File: src/hdl/dpsd_pkg.sv
// Package for the DP slave diagnostic block builder
package dpsd_pkg;
  // Block geometry
  localparam int unsigned DPSD_HDR_LEN = 6;
  localparam int unsigned DPSD_MAX_LEN = 32;
  localparam int unsigned DPSD_EXT_MAX = 26;
  localparam logic [5:0] DPSD_HDR_LEN6 = 6'h06;
  localparam logic [5:0] DPSD_MAX_LEN6 = 6'h20;
  localparam logic [4:0] DPSD_EXT_MAX5 = 5'h1a;
  // Octet 1 bit positions
  localparam int unsigned S1_OTHER_MASTER = 7;
  localparam int unsigned S1_PRM_FAULT = 6;
  localparam int unsigned S1_BAD_RESP = 5;
  localparam int unsigned S1_NOT_SUPP = 4;
  localparam int unsigned S1_EXT_PRESENT = 3;
  localparam int unsigned S1_CFG_FAULT = 2;
  localparam int unsigned S1_NOT_READY = 1;
  localparam int unsigned S1_NO_STATION = 0;
  // Octet 2 bit positions
  localparam int unsigned S2_INACTIVE = 7;
  localparam int unsigned S2_SYNC = 5;
  localparam int unsigned S2_FREEZE = 4;
  localparam int unsigned S2_WDOG = 3;
  localparam int unsigned S2_FETCH_AGAIN = 1;
  localparam int unsigned S2_PRM_REQ = 0;
  // Octet 3 bit position
  localparam int unsigned S3_OVERFLOW = 7;
  // Identification number, value arbitrary
  localparam logic [15:0] DPSD_IDENT_DEFAULT = 16'h5a3c;
  // Reset values
  localparam logic [7:0] DPSD_ADDR_RESET = 8'hff;
  localparam logic [7:0] DPSD_BYTE_ZERO = 8'h00;
  // Serializer states
  typedef enum logic [1:0] {
    DPSD_IDLE = 2'b00,
    DPSD_SEND = 2'b01
  } dpsd_state_e;
endpackage : dpsd_pkg

File: src/hdl/dpsd_builder.sv
// DP slave diagnostic block builder and octet serializer
// Operation
// - Extended content fills octets seven to thirty-two, block never over 32 octets.
// - Octet 1 bit 7 set when locked by another master.
// - Octet 1 bit 6 set when last parameter request invalid.
// - Octet 1 bit 4 set when last request unsupported.
// - Octet 1 bit 3 set when extended content is present.
// - Octet 1 bit 2 set on configuration mismatch.
// - Octet 1 bit 1 set while not ready for data exchange.
// - Octet 2 bit 5 set once sync command received.
// - Octet 2 bit 4 set once freeze command received.
// - Octet 2 bit 3 set while watchdog active.
// - Octet 2 bit 1 asks master to fetch diagnostics again.
// - Octet 2 bit 0 requests re-parameterization.
// - Octet 3 bit 7 flags extended overflow; bits 0-6 reserved.
// - Octet 4 holds parameterizing master address.
// - Octets 5 and 6 hold the 16-bit identification number.
`timescale 1ns/1ps
module dpsd_builder (
  // Clock and reset
  input wire logic clk,
  input wire logic reset,
  // Slave state
  input wire logic other_master_lock,
  input wire logic prm_fault,
  input wire logic not_supported,
  input wire logic cfg_fault,
  input wire logic station_not_ready,
  input wire logic sync_cmd,
  input wire logic freeze_cmd,
  input wire logic unsync_cmd,
  input wire logic unfreeze_cmd,
  input wire logic wdog_active,
  input wire logic fetch_again,
  input wire logic prm_request,
  input wire logic ext_overflow,
  input wire logic master_addr_load,
  input wire logic [7:0] master_addr,
  // Register port
  input wire logic [5:0] reg_addr,
  input wire logic [7:0] reg_wdata,
  input wire logic reg_wr,
  input wire logic reg_rd,
  output logic [7:0] reg_rdata,
  // Octet stream toward the bus
  input wire logic diag_start,
  input wire logic octet_ready,
  output logic octet_valid,
  output logic [7:0] octet_data,
  output logic octet_last,
  output logic [5:0] diag_len
);
  import dpsd_pkg::*;

  // Register map: 0x00..0x19 extended octets, 0x1a ext length, 0x1b/0x1c ident hi/lo,
  // 0x20..0x3f read-only view of the whole block
  localparam logic [5:0] REG_EXT_LEN = 6'h1a;
  localparam logic [5:0] REG_IDENT_HI = 6'h1b;
  localparam logic [5:0] REG_IDENT_LO = 6'h1c;
  localparam logic [5:0] REG_VIEW = 6'h20;

  logic [7:0] ext_mem_r [DPSD_EXT_MAX];
  logic [4:0] ext_len_r, ext_len_nxt;
  logic [15:0] ident_r, ident_nxt;
  logic [7:0] maddr_r, maddr_nxt;
  logic sync_r, sync_nxt, freeze_r, freeze_nxt;
  logic [7:0] st1, st2, st3;
  logic [7:0] block [DPSD_MAX_LEN];
  dpsd_state_e state_r, state_nxt;
  logic [5:0] idx_r, idx_nxt;
  logic [7:0] rdata_nxt;

  // Status octets are assembled live so a poll always sees present state
  always_comb begin
    st1 = DPSD_BYTE_ZERO;
    st1[S1_OTHER_MASTER] = other_master_lock;
    st1[S1_PRM_FAULT] = prm_fault;
    st1[S1_NOT_SUPP] = not_supported;
    st1[S1_EXT_PRESENT] = (ext_len_r != 5'h00);
    st1[S1_CFG_FAULT] = cfg_fault;
    st1[S1_NOT_READY] = station_not_ready;
    // Bits 5 and 0 belong to the master's stored copy
    st1[S1_BAD_RESP] = 1'b0;
    st1[S1_NO_STATION] = 1'b0;
    st2 = DPSD_BYTE_ZERO;
    st2[S2_INACTIVE] = 1'b0;
    st2[S2_SYNC] = sync_r;
    st2[S2_FREEZE] = freeze_r;
    st2[S2_WDOG] = wdog_active;
    st2[S2_FETCH_AGAIN] = fetch_again;
    st2[S2_PRM_REQ] = prm_request;
    st3 = DPSD_BYTE_ZERO;
    st3[S3_OVERFLOW] = ext_overflow;
  end

  // Block image in transmit order
  always_comb begin
    block[0] = st1;
    block[1] = st2;
    block[2] = st3;
    block[3] = maddr_r;
    block[4] = ident_r[15:8];
    block[5] = ident_r[7:0];
    for (int i = 0; i < DPSD_EXT_MAX; i++) begin
      block[DPSD_HDR_LEN + i] = ext_mem_r[i];
    end
  end

  assign diag_len = DPSD_HDR_LEN6 + {1'b0, ext_len_r};

  // Sync and freeze modes stick until cancelled; set wins over cancel
  always_comb begin
    sync_nxt = sync_r;
    freeze_nxt = freeze_r;
    if (unsync_cmd) sync_nxt = 1'b0;
    if (sync_cmd) sync_nxt = 1'b1;
    if (unfreeze_cmd) freeze_nxt = 1'b0;
    if (freeze_cmd) freeze_nxt = 1'b1;
    maddr_nxt = master_addr_load ? master_addr : maddr_r;
  end

  always_ff @(posedge clk) begin
    if (reset) begin
      sync_r <= 1'b0;
      freeze_r <= 1'b0;
      maddr_r <= DPSD_ADDR_RESET;
    end else begin
      sync_r <= sync_nxt;
      freeze_r <= freeze_nxt;
      maddr_r <= maddr_nxt;
    end
  end

  // Register writes; length is clamped so the block stays within 32 octets
  always_comb begin
    ext_len_nxt = ext_len_r;
    ident_nxt = ident_r;
    if (reg_wr && reg_addr == REG_EXT_LEN) begin
      ext_len_nxt = (reg_wdata > {3'b000, DPSD_EXT_MAX5}) ? DPSD_EXT_MAX5 : reg_wdata[4:0];
    end
    if (reg_wr && reg_addr == REG_IDENT_HI) ident_nxt[15:8] = reg_wdata;
    if (reg_wr && reg_addr == REG_IDENT_LO) ident_nxt[7:0] = reg_wdata;
  end

  always_ff @(posedge clk) begin
    if (reset) begin
      ext_len_r <= 5'h00;
      ident_r <= DPSD_IDENT_DEFAULT;
    end else begin
      ext_len_r <= ext_len_nxt;
      ident_r <= ident_nxt;
    end
  end

  generate
    for (genvar g = 0; g < DPSD_EXT_MAX; g++) begin : g_ext
      logic [7:0] ext_nxt;
      always_comb begin
        ext_nxt = ext_mem_r[g];
        if (reg_wr && reg_addr == 6'(g)) ext_nxt = reg_wdata;
      end
      always_ff @(posedge clk) begin
        if (reset) ext_mem_r[g] <= DPSD_BYTE_ZERO;
        else ext_mem_r[g] <= ext_nxt;
      end
    end
  endgenerate

  // Reads: unmapped addresses return zero
  always_comb begin
    rdata_nxt = DPSD_BYTE_ZERO;
    if (reg_rd) begin
      if (reg_addr >= REG_VIEW) rdata_nxt = block[reg_addr[4:0]];
      else if (reg_addr < REG_EXT_LEN) rdata_nxt = ext_mem_r[reg_addr[4:0]];
      else if (reg_addr == REG_EXT_LEN) rdata_nxt = {3'b000, ext_len_r};
      else if (reg_addr == REG_IDENT_HI) rdata_nxt = ident_r[15:8];
      else if (reg_addr == REG_IDENT_LO) rdata_nxt = ident_r[7:0];
      else rdata_nxt = DPSD_BYTE_ZERO;
    end
  end

  always_ff @(posedge clk) begin
    if (reset) reg_rdata <= DPSD_BYTE_ZERO;
    else reg_rdata <= rdata_nxt;
  end

  // Serializer: octet_data is registered, valid follows state
  logic [7:0] odata_r, odata_nxt;
  always_comb begin
    state_nxt = state_r;
    idx_nxt = idx_r;
    odata_nxt = odata_r;
    case (state_r)
      DPSD_IDLE: begin
        if (diag_start) begin
          state_nxt = DPSD_SEND;
          idx_nxt = 6'h00;
          odata_nxt = block[0];
        end
      end
      DPSD_SEND: begin
        if (octet_ready) begin
          if (idx_r + 6'h01 >= diag_len) begin
            state_nxt = DPSD_IDLE;
            idx_nxt = 6'h00;
          end else begin
            idx_nxt = idx_r + 6'h01;
            odata_nxt = block[5'(idx_r + 6'h01)];
          end
        end
      end
      default: begin
        state_nxt = DPSD_IDLE;
        idx_nxt = 6'h00;
      end
    endcase
  end

  always_ff @(posedge clk) begin
    if (reset) begin
      state_r <= DPSD_IDLE;
      idx_r <= 6'h00;
      odata_r <= DPSD_BYTE_ZERO;
    end else begin
      state_r <= state_nxt;
      idx_r <= idx_nxt;
      odata_r <= odata_nxt;
    end
  end

  assign octet_valid = (state_r == DPSD_SEND);
  assign octet_data = odata_r;
  assign octet_last = octet_valid && (idx_r + 6'h01 >= diag_len);
endmodule : dpsd_builder

File: config.mk
export PLATFORM = sky130hd
export DESIGN_NAME = dpsd_builder
export DESIGN_NICKNAME = d
export VERILOG_FILES = /design/src/hdl/dpsd_pkg.sv /design/src/hdl/dpsd_builder.sv
export SDC_FILE = /design/constraint.sdc
export NUM_CORES = 1
export LEC_CHECK = 0
export BUFFER_PORTS_ARGS = -buffer_cell sky130_fd_sc_hd__buf_2
export CAP_MARGIN = 30
export CELL_PAD_IN_SITES_DETAIL_PLACEMENT = 0
export CELL_PAD_IN_SITES_GLOBAL_PLACEMENT = 1
export CORE_AREA = 8 8 164 204
export DETAILED_ROUTE_END_ITERATION = 12
export DIE_AREA = 0 0 172 212
export GPL_ROUTABILITY_DRIVEN = 1
export PLACE_DENSITY = 0.92
export SYNTH_ARGS = -nofsm -noshare
export SYNTH_HDL_FRONTEND = slang
export SYNTH_SLANG_ARGS = --single-unit
File: constraint.sdc
create_clock -name clk -period 4.7 [get_ports clk]
set_input_delay 1.175 -clock clk [delete_from_list [all_inputs] [get_ports clk]]
set_output_delay 1.175 -clock clk [all_outputs]
set_load 0.05 [all_outputs]
==> results of run 1 <==
cells in the final DEF, fill, tap and decap left out, types with 5 or more instances in the layout:
cell type / n
a22oi_1: 19
o211ai_1: 7
o22ai_1: 16
mux2i_1: 156
and2_1: 5
ha_1: 7
mux4_2: 134
buf_4: 56
nand3_1: 119
clkbuf_1: 11
a31oi_1: 6
a32oi_1: 5
nor3_1: 13
nor2_1: 132
o21ai_0: 33
a211o_1: 17
buf_2: 62
nand3b_1: 13
o31ai_1: 6
a221oi_1: 10
nand2_1: 231
a211oi_1: 8
clkbuf_8: 5
a21oi_1: 172
nor2_2: 5
a2111oi_0: 5
mux2_2: 24
nand4_1: 5
nor2b_1: 16
inv_1: 17
dfxtp_1: 261
clkbuf_16: 27
nand2b_1: 7
worst max-delay path, stage by stage, from the launching register on:
cell and delay, ns:
dfxtp_1 0.44, ha_4 0.22, nand3_1 0.10, xnor2_1 0.16, buf_4 0.31, ha_1 0.30, a21o_1 0.16, a21oi_1 0.14
o31ai_1 0.08, buf_4 0.16, and2_1 0.15, buf_2 0.21
through the flow:
step	instance area (um2)	worst slack, ns	util	std cells
6_report	17250	0.5376	0.5664	2103
5_1_grt	17250	0.3882	0.5664	2103
4_1_cts	17250	0.5437	0.5664	2103
3_5_place_dp	16390	0.8850	0.5383	2054
2_1_floorplan	15790	0.7931	-	1681
3_3_place_gp	16360	0.9444	0.5374	2053
flip-flops by register name (all words and copies together) (netlist names):
name,count
ident_r,16
state_r,1
idx_r,6
ext_mem_r,208
sync_r,1
maddr_r,8
freeze_r,1
reg_rdata,8
octet_data,8
ext_len_r,5
cells by family after synthesis:
family,synth area share
xor+xnor,0.004358
flops,0.3321
mux,0.3078
simple gates,0.1633
fa+ha+maj,0.006339
buf+inv,0.05317
compound gates,0.1329
cell type report:
class	instances	area (um2)
flip-flops and latches	262	5249
repair buffers	123	825.8
multi-input cells	1242	9733
inverters	20	75.07
fillers	2743	13200
well taps	407	509.2
clock inverters	8	96.34
clock buffers	41	758.2
where the power goes:
part           total [W]  internal, W  switching, W
Sequential       0.00227      0.00224     0.0000271
Clock            0.00215      0.00122      0.000927
Combinational   0.000583     0.000188      0.000396
Total            0.00500      0.00365       0.00135
path summary, 6_finish.rpt:
| path | from | to | cells after the start |
|---|---|---|---|
| worst max-delay path | idx_r[1] | octet_last | 11 |
| worst min-delay path | ext_mem_r[16][3] | ext_mem_r[16][3] | 2 |
| worst max register to register | idx_r[1] | octet_data[3] | 12 |
| worst min register to register | ext_mem_r[16][3] | ext_mem_r[16][3] | 2 |
per-layer routing:
layer	track usage	share of wire
met2	0.5103	0.46
met3	0.05629	0.10
met1	0.3918	0.36
met4	0.2400	0.083
met5	0	0
==> out/qor.yml, run 1 <==
cts_num_sinks: 262
synth.area.top_cells: "dfxtp_1 33%, mux4_2 19%, mux2i_1 9.9%"
yosysUniqueCellTypes: 68
grt_pass1_vias: 14210
netlist_area_um2: 15790
p_total_w: 0.005003
ys_warn_count: 0
die_w_um: 172
status: "complete, no violations"
vdd_drop_max_mv: 0.2525
layout_min_cycle_time_ns: 4.162
route.vias.total: 14590
p_leak_nw: 6.092
row_count: 72
grt_pass1_wl_um: 89330
drc_errors: 0
yosys.area.top_type: "dfxtp_1"
io_pins: 66
powerDensity_nw_per_um2: 290.1
die-height_um: 212
r2r_slack_ns: 1.39
synth_fp_nets: 1731
fin_skew_ns: 0.01400
synth_edf_count: 0
ys_async_sr_fraction: 0
holdBufCountCts: 0
layout.nets: 1726
cts_resized: 0
finalCritPeriodShare: 0.8856
hp-class: "reg -> reg"
crit_path_max_fanout: 16
grt_use_total: 0.3235
ys_top_cells_by_count: "262 x dfxtp_1, 231 x nand2_1, 172 x a21oi_1, 156 x mux2i_1, 134 x mux4_2"
synthCells: 1681
place.gp.congestion: 0.9980
htreeDepth: 1
cts.clk_slew.worst_paths_ns: 0.06
clk_latency_ns: 0.56
start_util: 0.5186
drive_gt1_frac: 0.2017
finalSetupTns_ns: 0
antenna_found_initial: 1
synth_top_area_share: 0.3321
wl_per_cell_um: 28.14
avgViaCountPerCell: 6.938
cts_buffer_depth: 3
drv_cap: 0
whs_ns: 0.4692
slew_headroom: 0.3219
wl_um: 59180
grt_max_degree: 98
antenna_cells: 0
postCtsSetupRepairBufs: 0
rsz0062_at_grt: "no"
setup_viol: 0
ant_nets: 0
worst_pin_slew_ns: 1.017
cts_tree: "done"
finalHoldViolCount: 0
die-area_um2: 36460
cts_buffers: 27
place.port_buffers: 65
critPathLaunchType: "register"
fmax_ghz: 0.2402
grt.overflow.total: 0
arrival_ns: 2.99
initialDrtViolationCount: 2163
criticalPathCategory: "reg -> out"
ys_ff_latch: 262
place_hpwl_um: 41780
ys_seq_area_frac: 0.3321
avgSynthCellArea_um2: 9.394
crit_path_end_kind: "primary output"
yosysMostFrequentCell: "dfxtp_1"
core_area_um2: 30450
required_ns: 3.52
area_growth_pct: 9.215
first_pass_iters: 6
synth_ff_type: "dfxtp_1"
root_buffer: "clkbuf_16"
slew_viol_final: 0
Power figures use the tool's default switching activity.
==> run 2: changes to the inputs <==
ABC_AREA = 1   (was not set)
CORE_AREA = 8 8 170 212   (was 8 8 164 204)
DIE_AREA = 0 0 178 220   (was 0 0 172 212)
==> run 2 against run 1 <==
- largest cell class unchanged
- fmax decreased by 5.0%
- first-iteration DRC count fell by 5.1%
- global-route usage down 1.4 points
- total power increased by 12%
- utilization down 4.8 points
- synthesized cell count rose by 49%
- worst hold slack gained 0.0055 ns
- via count grew 15%
- design area is 2.4% lower
- cell count is 37% higher
- setup slack lost 0.22 ns
==> out/qor.yml, run 2 <==
avgViaCountPerCell: 5.830
wl_met1_um: 24820
crit_path_end_kind: "primary output"
r2r_slack_ns: 1.50
postCtsSetupRepairBufs: 0
crit_chain: "ha_2 -> nand3_1 -> xor2_1 -> inv_2 -> ha_1 -> nand2_1 -> o21a_1 -> nand3_1 -> nand2_1 -> inv_1 -> buf_2"
slowest_stage: "xor2_1"
wl_per_cell_um: 21.49
core_area_um2: 32500
worst_pin_slew_ns: 1.048
muxShareOfSynthArea: 0
crit_path_max_fanout: 10
ys_warn_count: 0
ys_ff_latch: 262
drv_cap: 0
antenna_found_initial: 0
r2r-end: "octet_data[7]"
cts_num_sinks: 262
yosysUniqueCellTypes: 37
reg2reg_depth: 15
area_growth_pct: 8.946
yosys.area.top_type: "dfxtp_1"
die-height_um: 220
final_common_cell: "nand2_1"
highest-signal-layer: "met4"
layout_setup_ws_ns: 0.3202
whs_ns: 0.4746
status: "complete, no violations"
die-area_um2: 39160
n_fill_cell: 3352
synth_ff_type: "dfxtp_1"
finalHoldViolCount: 0
root_buffer: "clkbuf_16"
grt.overflow.total: 0
antenna_cells: 0
pre_cts_slack_ns: 0.9205
hold_depth: 2
netlist_area_um2: 15450
grt_pass1_vias: 15320
cts_buffer_depth: 3
grt_use_total: 0.3097
powerDensity_nw_per_um2: 331.4
synth_fp_nets: 2557
slew_viol_final: 0
synth_compound_area_frac: 0.2529
row_count: 74
layout.nets: 2499
ant_nets: 0
setup_viol: 0
reg2reg_from: "idx_r[1]"
hp-class: "reg -> reg"
regMostFlops: "ext_mem_r"
place.port_buffers: 65
synth_edf_count: 0
critPathLaunchType: "register"
holdBufCountCts: 0
synth_top_area_share: 0.3394
rsz0062_at_grt: "no"
first_pass_iters: 7
slew_headroom: 0.3004
criticalPathCategory: "reg -> out"
synth.area.top_cells: "dfxtp_1 34%, nand2_1 14%, o21ai_0 12%"
synth-xor-area-share: 0.002267
final_cell_mix: "581 x nand2_1, 368 x o21ai_0, 261 x dfxtp_1"
met3_length_um: 4990
ys_top_cells_by_count: "581 x nand2_1, 368 x o21ai_0, 262 x dfxtp_1, 255 x a21oi_1, 242 x nand3_1"
finalSetupTns_ns: 0
route.vias.total: 16840
crit_family: "buffers and inverters"
cts_resized: 0
htreeDepth: 1
avgSynthCellArea_um2: 6.165
p_leak_nw: 6.936
wl_um: 62080
initialDrtViolationCount: 2053
layout_min_cycle_time_ns: 4.380
grt_pass1_wl_um: 93060
reg_top3: "ext_mem_r x208, ident_r x16"
min_to: "octet_data[0]"
cts_buffers: 28
place_hpwl_um: 42930
fmax_ghz: 0.2283
synth_top_family_by_area: "simple AND/OR/NAND/NOR gates"
path_buf_inv: 3
grt_max_degree: 198
ys_seq_area_frac: 0.3394
cts_tree: "done"
synthCells: 2507
required_ns: 3.52
die_w_um: 178
drive_gt1_frac: 0.07972
place.gp.congestion: 1.028
cts.clk_slew.worst_paths_ns: 0.06
largest_register_ffs: 208
io_pins: 66
finalCritPeriodShare: 0.9319
vdd_drop_max_mv: 0.3542
synth-simple-area-share: 0.2864
hp-start: "octet_data[0]"
ys_async_sr_fraction: 0
synthAdderAreaFrac: 0.006477
start_util: 0.4756
fin_skew_ns: 0.01225
clk_latency_ns: 0.58
met2_length_um: 27950
arrival_ns: 3.20
yosysMostFrequentCell: "nand2_1"
max_stage_delay_ns: 0.54
drc_errors: 0
==> run 2: worst max path at each step <==
stage	slack (ns)	start	depth (start not counted)	endpoint
2_1_floorplan	0.32	ext_len_r[1]	10	octet_last
3_3_place_gp	0.93	reg_addr[1]	9	ext_mem_r[12][2]
3_5_place_dp	0.92	reg_addr[4]	9	ext_mem_r[23][3]
4_1_cts	0.40	idx_r[1]	11	octet_last
5_1_grt	0.18	idx_r[1]	12	octet_last
6_report	0.32	idx_r[1]	11	octet_last
==> run 2: cell families (layout without fill, tap and decap cells) <==
group | after synthesis | after routing
compound gates | 733 | 733
xor+xnor | 4 | 4
fa+ha+maj | 8 | 8
buf+inv | 436 | 400
flops | 262 | 262
simple gates | 1064 | 1064
==> run 2: metrics by stage <==
| stage | area [um2] | instances | total power [W] | util |
|---|---|---|---|---|
| floorplan | 15450 | 2507 | 0.002897 | - |
| global placement | 15790 | 2833 | 0.003158 | 0.4857 |
| detailed placement | 15820 | 2836 | 0.003163 | 0.4868 |
| CTS | 16830 | 2888 | 0.005587 | 0.5179 |
| global route | 16840 | 2889 | 0.005768 | 0.5181 |
| finish | 16840 | 2889 | 0.005581 | 0.5181 |
==> run 2: worst min-delay path, cell delays in order (launching register included) <==
cell and delay, ns:
dfxtp_1 0.32, nor2_1 0.04, nor2_1 0.08
==> run 2: layer usage <==
| layer | vias up | global-route usage |
|---|---|---|
| li1 | 8143 | - |
| met1 | 7731 | 0.3875 |
| met2 | 797 | 0.4935 |
| met3 | 172 | 0.04384 |
| met4 | 0 | 0.1979 |
| met5 | - | 0 |
==> run 2: power breakdown <==
part	switching [W]	leakage, nW	total (W)	internal (W)
Sequential	0.0000227	2.12	0.00228	0.00225
Clock	0.000980	0.487	0.00245	0.00147
Combinational	0.000635	4.33	0.000857	0.000221
Total	0.00164	6.94	0.00558	0.00394
==> run 2: layout make-up <==
cell class	count	area (um2)	area share
clock buffers	37	795.8	0.04726
inverters	253	952.2	0.05655
clock inverters	15	215.2	0.01278
well taps	418	523.0	0.03106
flip-flops and latches	262	5249	0.3117
repair buffers	95	626.9	0.03723
multi-input cells	1809	8476	0.5034
==> run 3: changes to the inputs <==
CORE_AREA = 8 8 189 191   (was 8 8 170 212)
DIE_AREA = 0 0 197 199   (was 0 0 178 220)
==> run 3 against run 2 <==
- sequential share of layout area down 0.16 points
- cell count up 1.2%
- first-iteration DRC count down 6.8%
- die area up 0.11%
- via count up 1.5%
- setup slack worse by 0.021 ns
- critical path type unchanged
- highest routed layer is now met5
==> out/qor.yml, run 3 (synthesis results as in run 2) <==
hp-class: "reg -> reg"
start_util: 0.4703
cts_buffers: 30
fin_cells: 2924
required_ns: 3.52
postCtsSetupRepairBufs: 0
wl_per_cell_um: 21.54
layout.nets: 2501
cts_resized: 0
r2r-end: "octet_data[3]"
area_growth_pct: 9.521
reg2reg_depth: 15
place.gp.congestion: 1.015
die_w_um: 197
hold_depth: 2
regMostFlops: "ext_mem_r"
cts_num_sinks: 262
grt_pass1_wl_um: 94530
route.vias.total: 17090
final_common_cell: "nand2_1"
row_count: 67
hp-start: "idx_r[5]"
ant_nets: 0
criticalPathCategory: "reg -> out"
layout_min_cycle_time_ns: 4.401
grt.overflow.total: 0
min_to: "idx_r[5]"
whs_ns: 0.4803
drc_errors: 0
cts_tree: "done"
arrival_ns: 3.23
finalCritPeriodShare: 0.9364
core_area_um2: 32860
slowest_stage: "xor2_1"
critPathLaunchType: "register"
place_hpwl_um: 42800
finalSetupTns_ns: 0
crit_path_end_kind: "primary output"
n_fill_cell: 3423
powerDensity_nw_per_um2: 336.2
grt_max_degree: 199
max_stage_delay_ns: 0.57
reg2reg_from: "idx_r[1]"
crit_path_max_fanout: 10
avgViaCountPerCell: 5.845
drive_gt1_frac: 0.08040
worst_pin_slew_ns: 1.097
place.port_buffers: 65
fin_skew_ns: 0.02853
largest_register_ffs: 208
p_leak_nw: 6.963
die-area_um2: 39200
setup_viol: 0
status: "complete, no violations"
holdBufCountCts: 0
dp.cells: 2866
slew_headroom: 0.2680
clk_latency_ns: 0.60
first_pass_iters: 6
htreeDepth: 1
rsz0062_at_grt: "no"
die-height_um: 199
initialDrtViolationCount: 1914
cts_buffer_depth: 3
root_buffer: "clkbuf_16"
fmax_ghz: 0.2272
cts.clk_slew.worst_paths_ns: 0.06
grt_use_total: 0.3127
r2r_slack_ns: 1.46
io_pins: 66
finalHoldViolCount: 0
vdd_drop_max_mv: 0.3092
reg_top3: "ext_mem_r x208, ident_r x16"
crit_chain: "ha_2 -> nand3_1 -> xor2_1 -> inv_2 -> ha_1 -> nand2_1 -> o21a_1 -> nand3_1 -> nand2_1 -> inv_1 -> buf_2"
slew_viol_final: 0
grt_pass1_vias: 15380
drv_cap: 0
antenna_found_initial: 1
final_cell_mix: "581 x nand2_1, 368 x o21ai_0, 261 x dfxtp_1"
wl_um: 62990
==> run 3: area by class of cell <==
cell class	count	area, um2	area share
multi-input cells	1809	8476	0.5007
diodes	1	2.502	0.0001478
flip-flops and latches	262	5249	0.3101
clock buffers	46	900.9	0.05322
well taps	448	560.5	0.03312
repair buffers	95	616.8	0.03644
clock inverters	10	168.9	0.009979
inverters	253	952.2	0.05625
==> run 3: per-stage QoR <==
stage	utilization	instance area (um2)	worst slack [ns]	power [W]
2_1_floorplan	-	15450	0.3245	0.002897
3_3_place_gp	0.4807	15800	1.024	0.003161
3_5_place_dp	0.4820	15840	0.9590	0.003170
4_1_cts	0.5146	16910	0.3288	0.005702
5_1_grt	0.5150	16920	0.05766	0.005880
6_report	0.5151	16930	0.2987	0.005690
==> run 3: per-layer routing <==
metal / part of all wire / wire length [um] / track usage
met1: 0.42 / 26700 / 0.4194
met3: 0.087 / 5479 / 0.04652
met4: 0.051 / 3210 / 0.1429
met5: 0.00017 / 11 / 0
met2: 0.44 / 27590 / 0.4913
==> run 3: worst max-delay path by stage <==
stage	start	depth (start not counted)	slack [ns]	endpoint
2_1_floorplan	ext_len_r[1]	10	0.32	octet_last
5_1_grt	idx_r[1]	11	0.06	octet_last
6_report	idx_r[1]	11	0.30	octet_last
3_5_place_dp	idx_r[1]	11	0.96	octet_last
3_3_place_gp	idx_r[1]	11	1.02	octet_last
4_1_cts	idx_r[1]	11	0.33	octet_last
==> run 3: worst max-delay path, delay by kind of cell (launching register included) <==
kind | cells | cell delay, ns
XOR/XNOR | 1 | 0.57
AO/OA/AOI/OAI | 1 | 0.19
flip-flops | 1 | 0.38
adder cells (fa/ha/maj) | 2 | 0.56
buffers and inverters | 3 | 0.60
AND/OR/NAND/NOR | 4 | 0.34
==> run 3: report_power, final <==
part           internal (W)  total, W  switching [W]
Combinational      0.000222  0.000864       0.000642
Clock               0.00153   0.00255        0.00101
Sequential          0.00225   0.00228      0.0000241
